<file path="src/rdts_pkg.sv">
// Package: register indices, field positions, reset values and codes for the timer section
package rdts_pkg;
  // Register indices; byte address is four times the index
  localparam logic [7:0] IDX_RUN_CTRL = 8'h0E;
  localparam logic [7:0] IDX_T0_CFG = 8'h0F;
  localparam logic [7:0] IDX_T0_RELOAD_HI = 8'h10;
  localparam logic [7:0] IDX_T0_RELOAD_LO = 8'h11;
  localparam logic [7:0] IDX_T0_COUNT_HI = 8'h12;
  localparam logic [7:0] IDX_T0_COUNT_LO = 8'h13;
  localparam logic [7:0] IDX_T1_CFG = 8'h14;
  localparam logic [7:0] IDX_UF_FLAGS = 8'h20;

  // Config register field positions
  localparam int CFG_HALT_RX_BIT = 7;
  localparam int CFG_MODE_HI = 5;
  localparam int CFG_MODE_LO = 4;
  localparam int CFG_RELOAD_ZERO_BIT = 3;
  localparam int CFG_CLK_HI = 1;
  localparam int CFG_CLK_LO = 0;
  localparam logic [7:0] CFG_WR_MASK = 8'hBB;

  // Run-control layout: enables low nibble, running bits high nibble
  localparam int RUN_ENABLE_LO = 0;
  localparam int RUN_STATE_LO = 4;

  // Reset values
  localparam logic [7:0] CFG_RST = 8'h00;
  localparam logic [7:0] RELOAD_BYTE_RST = 8'h00;
  localparam logic [15:0] COUNT_RST = 16'h0000;
  localparam logic [3:0] FLAGS_RST = 4'h0;

  // Start mode codes
  localparam logic [1:0] MODE_MANUAL = 2'h0;
  localparam logic [1:0] MODE_TX_END = 2'h1;
  localparam logic [1:0] MODE_TRIM_SAT = 2'h2;
  localparam logic [1:0] MODE_TRIM_UF = 2'h3;

  // Count clock select codes
  localparam logic [1:0] CLK_FAST = 2'h0;
  localparam logic [1:0] CLK_SLOW = 2'h1;
  localparam logic [1:0] CLK_CHAIN_A = 2'h2;
  localparam logic [1:0] CLK_CHAIN_B = 2'h3;

  // Chain sources per timer for select codes 10b and 11b
  localparam logic [1:0] CHAIN_A_SRC [4] = '{2'h2, 2'h0, 2'h0, 2'h0};
  localparam logic [1:0] CHAIN_B_SRC [4] = '{2'h1, 2'h2, 2'h1, 2'h2};

  // AXI responses
  localparam logic [1:0] RESP_OKAY = 2'h0;
  localparam logic [1:0] RESP_SLVERR = 2'h2;
endpackage

</file>
<file path="src/rdts_timer_section.sv">
// Timer section: four down-counters, masked run control and AXI4-Lite register slave
// Behaviour
// Masked write changes only enabled running bits
// Upper nibble shows running; write starts/stops
// Lower nibble write-only enables, read zero
// Halt-on-receive stops timer after four bits
// Halt-on-receive ignored in trimming modes
// Mode 00 manual, 01 starts after transmit
// Modes 10/11 trim oscillator on rising edges
// Reload-on-zero reloads and keeps counting; mode 10 holds the counter at zero with no reload
// Otherwise stop at zero, clear running; mode 10 holds at zero with running left set
// Every underflow sets the sticky flag
// Select 00 fast clock, 01 slow clock
// Timer zero chains on timer two/one underflows
// Start loads counter from high:low reload
// Reload writes wait for next start
// Software avoids count reads during reception
// Timer one config mirrors timer zero layout
// Timer one chains on timer zero/two
// Running counter decrements per selected tick
//
// The AXI4-Lite slave port was left to the implementer.

module rdts_timer_unit #(
  parameter int CW = 16
) (
  input wire logic aclk,
  input wire logic aresetn,
  input wire logic sw_start,
  input wire logic sw_stop,
  input wire logic [7:0] cfg,
  input wire logic [CW-1:0] reload,
  input wire logic tick_fast,
  input wire logic tick_slow,
  input wire logic chain_a,
  input wire logic chain_b,
  input wire logic rx_bits,
  input wire logic tx_end,
  input wire logic lfo_rise,
  output logic running_q,
  output logic [CW-1:0] count_q,
  output logic underflow_q
);
  logic [1:0] mode;
  logic trim;
  logic tick;
  logic at_zero;
  logic auto_start;
  logic start;
  logic trim_stop;
  logic rx_stop;
  logic uf;

  assign mode = cfg[rdts_pkg::CFG_MODE_HI:rdts_pkg::CFG_MODE_LO];
  assign trim = mode[1];

  always_comb begin
    unique case (cfg[rdts_pkg::CFG_CLK_HI:rdts_pkg::CFG_CLK_LO])
      rdts_pkg::CLK_FAST: tick = tick_fast;
      rdts_pkg::CLK_SLOW: tick = tick_slow;
      rdts_pkg::CLK_CHAIN_A: tick = chain_a;
      rdts_pkg::CLK_CHAIN_B: tick = chain_b;
    endcase
  end

  assign at_zero = (count_q == '0);

  assign auto_start = !running_q && ((mode == rdts_pkg::MODE_TX_END && tx_end)
    || (trim && lfo_rise));
  assign start = sw_start || auto_start;
  assign trim_stop = running_q && trim && lfo_rise;
  assign rx_stop = running_q && cfg[rdts_pkg::CFG_HALT_RX_BIT] && !trim && rx_bits;
  // Saturating trim mode holds at zero and raises no underflow
  assign uf = running_q && tick && at_zero && (mode != rdts_pkg::MODE_TRIM_SAT);

  // Explicit software control outranks every hardware event
  always_ff @(posedge aclk) begin
    if (!aresetn) begin
      running_q <= 1'b0;
    end else if (sw_stop) begin
      running_q <= 1'b0;
    end else if (start) begin
      running_q <= 1'b1;
    end else if (trim_stop || rx_stop) begin
      running_q <= 1'b0;
    end else if (uf && !cfg[rdts_pkg::CFG_RELOAD_ZERO_BIT]) begin
      running_q <= 1'b0;
    end
  end

  always_ff @(posedge aclk) begin
    if (!aresetn) begin
      count_q <= CW'(rdts_pkg::COUNT_RST);
    end else if (start) begin
      count_q <= reload;
    end else if (uf && cfg[rdts_pkg::CFG_RELOAD_ZERO_BIT]) begin
      count_q <= reload;
    end else if (running_q && tick && !at_zero) begin
      count_q <= count_q - CW'(1);
    end
  end

  always_ff @(posedge aclk) begin
    if (!aresetn) begin
      underflow_q <= 1'b0;
    end else begin
      underflow_q <= uf;
    end
  end
endmodule

module rdts_timer_section #(
  parameter int AW = 12,
  parameter logic [15:0] OTHER_RELOAD = 16'h00FF,
  parameter logic [7:0] UPPER_TIMER_CFG = 8'h00
) (
  input wire logic aclk,
  input wire logic aresetn,
  input wire logic [AW-1:0] s_axi_awaddr,
  input wire logic [2:0] s_axi_awprot,
  input wire logic s_axi_awvalid,
  output logic s_axi_awready,
  input wire logic [31:0] s_axi_wdata,
  input wire logic [3:0] s_axi_wstrb,
  input wire logic s_axi_wvalid,
  output logic s_axi_wready,
  output logic [1:0] s_axi_bresp,
  output logic s_axi_bvalid,
  input wire logic s_axi_bready,
  input wire logic [AW-1:0] s_axi_araddr,
  input wire logic [2:0] s_axi_arprot,
  input wire logic s_axi_arvalid,
  output logic s_axi_arready,
  output logic [31:0] s_axi_rdata,
  output logic [1:0] s_axi_rresp,
  output logic s_axi_rvalid,
  input wire logic s_axi_rready,
  input wire logic tick_fast,
  input wire logic tick_slow,
  input wire logic tx_end,
  input wire logic rx_bits,
  input wire logic lfo_pin,
  output logic [3:0] timer_active,
  output logic [3:0] underflow_interrupt_flag_q
);
  logic aw_hs, w_hs, b_hs, ar_hs, r_hs;
  logic aw_held_q, w_held_q, aw_held_d, w_held_d, rvalid_d, wr_fire;
  logic [AW-1:0] aw_addr_q;
  logic [31:0] w_data_q;
  logic w_strb0_q;
  logic [7:0] wr_idx, rd_idx;
  logic wr_in_page, rd_in_page, wr_hit, wr_en;
  logic [7:0] zeroth_timer_config_q, first_timer_config_q;
  logic [7:0] reload_upper_byte_q, reload_lower_byte_q;
  logic [3:0] sw_start, sw_stop, active, uf;
  logic [15:0] zeroth_count;
  logic [7:0] rd_val;
  logic rd_hit;
  logic lfo_meta_q, lfo_sync_q, lfo_prev_q;
  logic lfo_rise;
  logic wr_run;

  assign aw_hs = s_axi_awvalid && s_axi_awready;
  assign w_hs = s_axi_wvalid && s_axi_wready;
  assign b_hs = s_axi_bvalid && s_axi_bready;
  assign ar_hs = s_axi_arvalid && s_axi_arready;
  assign r_hs = s_axi_rvalid && s_axi_rready;
  assign aw_held_d = (aw_held_q || aw_hs) && !b_hs;
  assign w_held_d = (w_held_q || w_hs) && !b_hs;
  assign wr_fire = aw_held_q && w_held_q && !s_axi_bvalid;
  assign rvalid_d = (s_axi_rvalid && !s_axi_rready) || ar_hs;

  assign wr_idx = aw_addr_q[9:2];
  assign rd_idx = s_axi_araddr[9:2];
  assign wr_in_page = (aw_addr_q[AW-1:10] == '0) && (aw_addr_q[1:0] == 2'h0);
  assign rd_in_page = (s_axi_araddr[AW-1:10] == '0) && (s_axi_araddr[1:0] == 2'h0);
  assign wr_hit = wr_in_page && (wr_idx inside {rdts_pkg::IDX_RUN_CTRL, rdts_pkg::IDX_T0_CFG,
    rdts_pkg::IDX_T0_RELOAD_HI, rdts_pkg::IDX_T0_RELOAD_LO, rdts_pkg::IDX_T0_COUNT_HI,
    rdts_pkg::IDX_T0_COUNT_LO, rdts_pkg::IDX_T1_CFG, rdts_pkg::IDX_UF_FLAGS});
  assign wr_en = wr_fire && wr_hit && w_strb0_q;
  assign wr_run = wr_en && wr_idx == rdts_pkg::IDX_RUN_CTRL;

  // Write channel: address and data taken in either order, one write at a time
  always_ff @(posedge aclk) begin
    if (!aresetn) begin
      aw_held_q <= 1'b0;
      w_held_q <= 1'b0;
      s_axi_awready <= 1'b0;
      s_axi_wready <= 1'b0;
    end else begin
      aw_held_q <= aw_held_d;
      w_held_q <= w_held_d;
      s_axi_awready <= !aw_held_d;
      s_axi_wready <= !w_held_d;
    end
  end

  always_ff @(posedge aclk) begin
    if (!aresetn) begin
      aw_addr_q <= '0;
      w_data_q <= 32'h0000_0000;
      w_strb0_q <= 1'b0;
    end else begin
      if (aw_hs) begin
        aw_addr_q <= s_axi_awaddr;
      end
      if (w_hs) begin
        w_data_q <= s_axi_wdata;
        w_strb0_q <= s_axi_wstrb[0];
      end
    end
  end

  always_ff @(posedge aclk) begin
    if (!aresetn) begin
      s_axi_bvalid <= 1'b0;
      s_axi_bresp <= rdts_pkg::RESP_OKAY;
    end else if (wr_fire) begin
      s_axi_bvalid <= 1'b1;
      s_axi_bresp <= wr_hit ? rdts_pkg::RESP_OKAY : rdts_pkg::RESP_SLVERR;
    end else if (b_hs) begin
      s_axi_bvalid <= 1'b0;
    end
  end

  // Config and reload storage; reserved bits never stored
  always_ff @(posedge aclk) begin
    if (!aresetn) begin
      zeroth_timer_config_q <= rdts_pkg::CFG_RST;
      first_timer_config_q <= rdts_pkg::CFG_RST;
      reload_upper_byte_q <= rdts_pkg::RELOAD_BYTE_RST;
      reload_lower_byte_q <= rdts_pkg::RELOAD_BYTE_RST;
    end else if (wr_en) begin
      unique case (wr_idx)
        rdts_pkg::IDX_T0_CFG: zeroth_timer_config_q <= w_data_q[7:0] & rdts_pkg::CFG_WR_MASK;
        rdts_pkg::IDX_T1_CFG: first_timer_config_q <= w_data_q[7:0] & rdts_pkg::CFG_WR_MASK;
        rdts_pkg::IDX_T0_RELOAD_HI: reload_upper_byte_q <= w_data_q[7:0];
        rdts_pkg::IDX_T0_RELOAD_LO: reload_lower_byte_q <= w_data_q[7:0];
        default: ;
      endcase
    end
  end

  function automatic int RUN_EN(input int i);
    return rdts_pkg::RUN_ENABLE_LO + i;
  endfunction

  function automatic int RUN_ST(input int i);
    return rdts_pkg::RUN_STATE_LO + i;
  endfunction

  // Masked run control: enable bit i gates running bit i+4
  always_comb begin
    for (int i = 0; i < 4; i++) begin
      sw_start[i] = wr_run && w_data_q[RUN_EN(i)] && w_data_q[RUN_ST(i)];
      sw_stop[i] = wr_run && w_data_q[RUN_EN(i)] && !w_data_q[RUN_ST(i)];
    end
  end

  // Oscillator pin crosses in through two flops before edge detection
  always_ff @(posedge aclk) begin
    if (!aresetn) begin
      lfo_meta_q <= 1'b0;
      lfo_sync_q <= 1'b0;
      lfo_prev_q <= 1'b0;
    end else begin
      lfo_meta_q <= lfo_pin;
      lfo_sync_q <= lfo_meta_q;
      lfo_prev_q <= lfo_sync_q;
    end
  end
  assign lfo_rise = lfo_sync_q && !lfo_prev_q;

  // Chained ticks use registered underflows, so no combinational loop
  for (genvar g = 0; g < 4; g++) begin : g_timer
    logic [7:0] cfg;
    logic [15:0] reload;
    logic [15:0] count;
    assign cfg = (g == 0) ? zeroth_timer_config_q :
      (g == 1) ? first_timer_config_q : UPPER_TIMER_CFG;
    assign reload = (g == 0) ? {reload_upper_byte_q, reload_lower_byte_q} : OTHER_RELOAD;
    rdts_timer_unit #(.CW(16)) u_timer (
      .aclk(aclk),
      .aresetn(aresetn),
      .sw_start(sw_start[g]),
      .sw_stop(sw_stop[g]),
      .cfg(cfg),
      .reload(reload),
      .tick_fast(tick_fast),
      .tick_slow(tick_slow),
      .chain_a(uf[rdts_pkg::CHAIN_A_SRC[g]]),
      .chain_b(uf[rdts_pkg::CHAIN_B_SRC[g]]),
      .rx_bits(rx_bits),
      .tx_end(tx_end),
      .lfo_rise(lfo_rise),
      .running_q(active[g]),
      .count_q(count),
      .underflow_q(uf[g])
    );
  end
  assign zeroth_count = g_timer[0].count;
  assign timer_active = active;

  // Sticky flags: an underflow in the clearing cycle wins
  always_ff @(posedge aclk) begin
    if (!aresetn) begin
      underflow_interrupt_flag_q <= rdts_pkg::FLAGS_RST;
    end else begin
      underflow_interrupt_flag_q <= (underflow_interrupt_flag_q
        & ~((wr_en && wr_idx == rdts_pkg::IDX_UF_FLAGS) ? w_data_q[3:0] : 4'h0)) | uf;
    end
  end

  // Live count is read unlatched; a read mid-reception may tear the two bytes
  always_comb begin
    rd_val = 8'h00;
    rd_hit = rd_in_page;
    unique case (rd_idx)
      rdts_pkg::IDX_RUN_CTRL: rd_val = {active, 4'h0};
      rdts_pkg::IDX_T0_CFG: rd_val = zeroth_timer_config_q;
      rdts_pkg::IDX_T0_RELOAD_HI: rd_val = reload_upper_byte_q;
      rdts_pkg::IDX_T0_RELOAD_LO: rd_val = reload_lower_byte_q;
      rdts_pkg::IDX_T0_COUNT_HI: rd_val = zeroth_count[15:8];
      rdts_pkg::IDX_T0_COUNT_LO: rd_val = zeroth_count[7:0];
      rdts_pkg::IDX_T1_CFG: rd_val = first_timer_config_q;
      rdts_pkg::IDX_UF_FLAGS: rd_val = {4'h0, underflow_interrupt_flag_q};
      default: rd_hit = 1'b0;
    endcase
  end

  always_ff @(posedge aclk) begin
    if (!aresetn) begin
      s_axi_arready <= 1'b0;
      s_axi_rvalid <= 1'b0;
      s_axi_rdata <= 32'h0000_0000;
      s_axi_rresp <= rdts_pkg::RESP_OKAY;
    end else begin
      s_axi_arready <= !rvalid_d;
      s_axi_rvalid <= rvalid_d;
      if (ar_hs) begin
        s_axi_rdata <= {24'h00_0000, rd_val};
        s_axi_rresp <= rd_hit ? rdts_pkg::RESP_OKAY : rdts_pkg::RESP_SLVERR;
      end
    end
  end
endmodule
</file>
<file path="config.mk">
export PLATFORM = sky130hd
export DESIGN_NAME = rdts_timer_section
export DESIGN_NICKNAME = d
export VERILOG_FILES = /design/src/rdts_pkg.sv /design/src/rdts_timer_section.sv
export SDC_FILE = /design/constraint.sdc
export NUM_CORES = 1
export LEC_CHECK = 0
export ABC_AREA = 1
export BUFFER_PORTS_ARGS = -buffer_cell sky130_fd_sc_hd__buf_4
export CORE_ASPECT_RATIO = 0.8
export CORE_UTILIZATION = 40
export DETAILED_ROUTE_END_ITERATION = 6
export GPL_TIMING_DRIVEN = 0
export PLACE_DENSITY = 0.61
export SLEW_MARGIN = 25
export SYNTH_ARGS = -nofsm -noshare
export SYNTH_HDL_FRONTEND = slang
export SYNTH_SLANG_ARGS = --single-unit
</file>
<file path="constraint.sdc">
create_clock -name aclk -period 3 [get_ports aclk]
set_clock_uncertainty 0.1 [all_clocks]
set_input_delay 0.15 -clock aclk [delete_from_list [all_inputs] [get_ports aclk]]
set_output_delay 0.15 -clock aclk [all_outputs]
set_load 0.02 [all_outputs]
</file>
# --- Yosys cells after proc, flatten, opt, wreduce, memory -nomap -nowiden ---
# Cells that the tools add are included.
totals:
  register_bits: 147
  inputBits: 78
  output_inout_bits: 49
  elab_cells: 224
classes:
  addsub: 4
  eq_ne: 26
  mux: 29
  n_bitwise: 4
  n_reduce_logical: 125
ops:
  columns: ["operator", "n"]
  rows:
  - ["8-bit by 5-bit == test with 1-bit output (second input constant)", 10]
  - ["16-bit zero test", 4]
  - ["8-bit case mux with 8 select lines", 1]
  - ["16-bit by 1-bit subtractor with 16-bit output (second input constant)", 4]
  - ["1-bit logical AND", 63]
  - ["8-bit 2-to-1 mux", 7]
  - ["16-bit 2-to-1 mux", 3]
  - ["8-bit by 4-bit == test with 1-bit output (second input constant)", 4]
  - ["1-bit zero test", 21]
  - ["8-bit by 6-bit == test with 1-bit output (second input constant)", 2]
  - ["1-bit 2-to-1 mux", 13]
  - ["2-bit zero test", 6]
  - ["3-bit nonzero test", 4]
  - ["2-bit OR reduction", 6]
  - ["2-bit nonzero test", 5]
  - ["1-bit logical OR", 9]
  - ["2-bit by 1-bit == test with 1-bit output (second input constant)", 4]
  - ["2-bit == test (second input constant)", 4]
  - ["1-bit case mux with 4 select lines", 2]
  - ["2-bit AND reduction", 4]
  - ["8-bit nonzero test", 1]
  - ["8-bit OR reduction", 1]
  - ["4-bit AND", 1]
  - ["2-bit 2-to-1 mux", 2]
  - ["other kinds (6)", 7]

# --- Logic depth before layout (Yosys ltp) ---
depth:
  word_depth: 10
  depth_mapped: 15
  depth_no_buf: 14

# --- Hierarchy ---
# A second synthesis with hierarchy kept.
unflattened:
  hier_cells: 1656
  area_unflattened_um2: 10144.7
by_module_without_submodules:
  columns: ["mod", "n_inst", "cells_each", "area_per_inst_um2", "seq_area_each_um2"]
  rows:
  - ["rdts_timer_unit (g_timer[1].u_timer ...)", 3, 271, 1615.3, 360.3]
  - ["rdts_timer_section", 1, 545, 3619.7, 1461.4]
  - ["rdts_timer_unit (g_timer[0].u_timer)", 1, 298, 1679.1, 360.3]

# --- Worst setup path after synthesis ---
# Ideal clock, no wire load.
synth_path:
  kind: "flip-flop to flip-flop"
  from: "reg g_timer[2].u_timer.count_q[0]"
  to: "reg g_timer[2].u_timer.count_q[14]"
  setup_time_ps: 117
  arrival_time_ps: 1659
  t_required_ps: 2783
  path_slack_ps: 1125
  path_stages_with_launch: 14
  path_buffers: 0
  period_less_slack_ps: 1875
  cell_sequence: "dfxtp_1 > inv_1 > ha_1 > nand2_1 > nor2_1 > nand3b_1 > nand2_1 > nor2_1 > nand2_1 > nor2_1 > nand3_1 > nor2_1 > xor2_1 > nor2_1"
synth_between:
  elab_chain_cells: 3
  elab_cells_between_ends: 4
  cone_classes: "add/sub (1); reduce/logical (3)"
synth_rtl:
  columns: ["item", "line", "source"]
  rows:
  - ["start: declaration", "rdts_timer_section.sv:41", "output logic [CW-1:0] count_q,"]
  - ["start signal: assignment", "rdts_timer_section.sv:93", "count_q <= CW'(rdts_pkg::COUNT_RST);"]
  - ["start signal: assignment", "rdts_timer_section.sv:95", "count_q <= reload;"]
  - ["start signal: assignment", "rdts_timer_section.sv:97", "count_q <= reload;"]
  - ["parallel branches: the longest is 3 deep, another holds 16-bit by 1-bit subtractor with 16-bit output", null, null]
# Several ways; the timed one is not identified.
# A chain may end at the register's enable or synchronous reset.

# --- Worst setup path in the final report ---
layout_path:
  from: "reg g_timer[0].u_timer.count_q[0]"
  to: "reg g_timer[0].u_timer.count_q[14]"
layout_between:
  elab_chain_cells: 6
  elab_cells_between_ends: 11
  cone_classes: "add/sub (1); mux (3); reduce/logical (7)"
layout_rtl:
  columns: ["item", "line"]
  rows:
  - ["start: declaration", "rdts_timer_section.sv:41"]
  - ["start signal: assignment", "rdts_timer_section.sv:93"]
  - ["start signal: assignment", "rdts_timer_section.sv:95"]
  - ["start signal: assignment", "rdts_timer_section.sv:97"]
  - ["parallel branches: the longest is 6 deep, another holds 16-bit by 1-bit subtractor with 16-bit output", null]
# Several ways; the timed one is not identified. The select of a mux whose other input is x is not followed.

==> summary.txt <==
Total congestion overflow: 0
Cts repair resizes: 0
Final setup fails: 0
Net switching power: 1.11 mW
Hold worst-path end: s_axi_rresp[1]$_SDFFE_PN0P_
Sequential-to-total area share from yosys stat: 38.3%
R2R cell count: 12
CP cell instances: inv_1 > ha_1 > nand2_1 > nor2_1 > nand3_1 > nor2_1 > nand3_1 > clkbuf_1 > nand4_1 > nand3_1 > nand2_1 > inv_1
Synth warnings: 0
Slew headroom: 50.4%
Root buffer cell: clkbuf_16
Fin worst setup slack: 632 ps
Hold WC Path Type: input port to flip-flop
Critical path class: flip-flop to flip-flop
Post-synth cell types: 43
Final Max Slew Viols: 0
Hold-critical path depth: 4
Crit share post-route: 78.9%
Boundary Pins: 127
VDD IR max: 387 uV
Clk buf depth: 2
Post-synth EDFFs: 0
Clk Latency, worst-skew pair: 430 ps
Worst path arrival time: 2650 ps
Sw frac: 24.7%
Crit path max-delay family: simple AND/OR/NAND/NOR gates
Die width: 156 um
Sequential share of power: 44.3%
Power, Total: 4.48 mW
Drt pass-1 iters: 5
RSZ-0062 raised after global routing: no
CP Max Fanout: 10
Max Cap Viol: 0
R2r setup slk: 630 ps
HP Start: s_axi_araddr[10]
Crit-path max cell delay: 410 ps
Final min period: 2370 ps
CTS tree: built
# port buffers: 66
Die Ht: 125 um
Core ar.: 0.0183 mm2
Gate power share: 6.9%
Diodes inserted: 0
TNS Setup: 0 ps
Final Non-Filler Cells: 1515
Reg2reg start: g_timer[0].u_timer.count_q[0]$_SDFFE_PN0P_
Cell count after synthesis: 1114
Place WS: 680 ps
TritonCTS buffer count: 17
Buf/Inv on CP: 3
Critical Path Slowest Stage Cell: dfxtp_1
Routed WL: 22100 um
Register bit total from synthesis: 145
Fin. Hold Viols: 0
DRC: 0
Post-synth ARST share: 0%
H-tree levels: 4
Detail Placement HPWL: 16600 um
Cell row count: 44
Main synth FF type: dfxtp_1
Layout area overhead: 23.1%
Post-synthesis instance area: 0.00757 mm2
Detailed-route via count: 7410
Status: completed
Most frequent cells in the layout: nand2_1 (192), inv_1 (157), nor2_1 (155)
Antenna viol nets, final: 0
Routed len/inst: 14.6 um
R2R Path End: g_timer[0].u_timer.count_q[14]$_SDFFE_PN0P_
Final weighted congestion in routability-driven placement: 0.967
Total die area: 0.0195 mm2
Post-layout util: 50.9%
Final nets: 1331
Setup crit end kind: flip-flop
Critical path's most frequent cell: nand3_1
Largest net degree at the start of global routing: 17
Syn avg cell area: 6.80 um2
Number of global-route vias before repair: 6859
Via-per-instance ratio: 4.89
Power share of the clock group: 48.7%
Int Pwr: 3.38 mW
Critical Path RT: 3280 ps
Most common cell after layout, fill and taps aside: nand2_1
Clk sink count: 145
Fmax: 422 MHz
Share of cells above drive strength 1: 14.2%
GRT Total Usage: 23.4%
Critical Path Source Type: flip-flop
Power Dens Cells: 481 mW/mm2
Fillers: 1824
First-pass GRT wire length: 35500 um
Starting Density: 41.3%
# placed instances: 1458
Drt first-iter violations: 600
Pleak: 4.37 nW
Worst-path clk slew: 60 ps
Initial antenna violation count: 0
Slew @ Worst Pin: 744 ps
[worst max-delay path by stage]
stage,from,endpoint,slack (ps),cells past startpoint
2_1_floorplan,g_timer[2].u_timer.count_q[0]$_SDFFE_PN0P_,g_timer[2].u_timer.count_q[14]$_SDFFE_PP0P_,1120,13
5_1_grt,g_timer[0].u_timer.count_q[0]$_SDFFE_PN0P_,g_timer[0].u_timer.count_q[14]$_SDFFE_PN0P_,400,12
4_1_cts,g_timer[0].u_timer.count_q[0]$_SDFFE_PN0P_,g_timer[0].u_timer.count_q[14]$_SDFFE_PN0P_,660,12
3_5_place_dp,g_timer[0].u_timer.count_q[0]$_SDFFE_PN0P_,g_timer[0].u_timer.count_q[11]$_SDFFE_PN0P_,680,12
3_3_place_gp,g_timer[0].u_timer.count_q[0]$_SDFFE_PN0P_,g_timer[0].u_timer.running_q$_SDFFE_PP0P_,680,11
6_report,g_timer[0].u_timer.count_q[0]$_SDFFE_PN0P_,g_timer[0].u_timer.count_q[14]$_SDFFE_PN0P_,630,12
[final cells by class]
class | instances | area (um2) | share of cell area [%]
Clock inverter | 12 | 129 | 1.38
Multi-Input combinational cell | 767 | 3780 | 40.5
Clock buffer | 20 | 467 | 5.00
Sequential cell | 145 | 2900 | 31.1
Timing Repair Buffer | 91 | 746 | 8.00
Tap cell | 253 | 317 | 3.39
Buffer | 60 | 359 | 3.85
Inverter | 167 | 627 | 6.72
[worst register-to-register path, delay by kind of cell, from the launching register on]
kind	cells	cell delay, ps
and+or+nand+nor	8	1030
buffers and inverters	3	520
adders and majority gates	1	250
DFF	1	410
[power by group through the flow]
stage,Combinational [mW],Clock (mW),Sequential [mW]
6_report,0.310,2.19,1.99
5_1_grt,0.341,2.30,1.99
4_1_cts,0.307,2.21,1.99
3_5_place_dp,0.281,0,2.03
3_3_place_gp,0.279,0,2.03
2_1_floorplan,0.169,0,2.03
[logic make-up after synthesis]
kind of cell | Yosys count | share of synthesized area, %
buffers and inverters | 227 | 13.0
flip-flops | 145 | 38.3
AO/OA/AOI/OAI | 209 | 15.3
XOR/XNOR | 27 | 3.12
other | 1 | 0.0495
AND/OR/NAND/NOR | 501 | 29.6
adder cells (fa/ha/maj) | 4 | 0.661
[flip-flops by register name, summed over array words and instances, names as in the netlist, 4 cells and up]
signal	flops
g_timer.u_timer.underflow_q	4
reload_lower_byte_q	8
s_axi_rdata	8
first_timer_config_q	6
g_timer.u_timer.count_q	64
w_data_q	8
aw_addr_q	12
g_timer.cfg	6
reload_upper_byte_q	8
g_timer.u_timer.running_q	4
underflow_interrupt_flag_q	4
[synthesized netlist by cell type (4+ instances only)]
master	number	area [um2]
o22ai_1	16	100
ha_1	4	50.1
nor2_2	6	37.5
nand3_1	56	280
buf_2	8	40.0
inv_1	157	589
nor4_1	8	50.1
clkbuf_1	20	75.1
dfxtp_1	145	2900
or2_2	9	56.3
nor3_1	19	95.1
nand4_1	35	219
xnor2_1	4	35.0
xor2_1	23	201
o211ai_2	4	50.1
buf_4	31	233
nor3b_1	4	30.0
a31oi_1	8	50.1
o211ai_1	4	30.0
inv_2	9	33.8
nand2_1	192	721
nor2_1	155	582
a21oi_1	87	435
o21ai_0	75	375
[stage by stage]
step | area, um2 | hold WS, ps
2_1_floorplan | 7670 | 148
3_3_place_gp | 8480 | 236
3_5_place_dp | 8480 | 237
4_1_cts | 9330 | 27.8
5_1_grt | 9330 | 41.5
6_report | 9330 | 33.2
[routing by layer]
metal  vias up  global-route usage, %  routed length, um
met2       254                   35.2               9270
met1      3292                   33.7              11000
li1       3840                      -                  -
met3        24                   4.99               1520
met4         0                   5.88                225
met5         -                      0                  0
[what timing repair did]
item / CTS / global route
setup endpoints to repair: 0 / 0
endpoints found under the hold margin: 29 / 0
setup buffers: 0 / 0
hold buffers: 25 / 0
No activity file was read; power rests on OpenSTA's default activity.
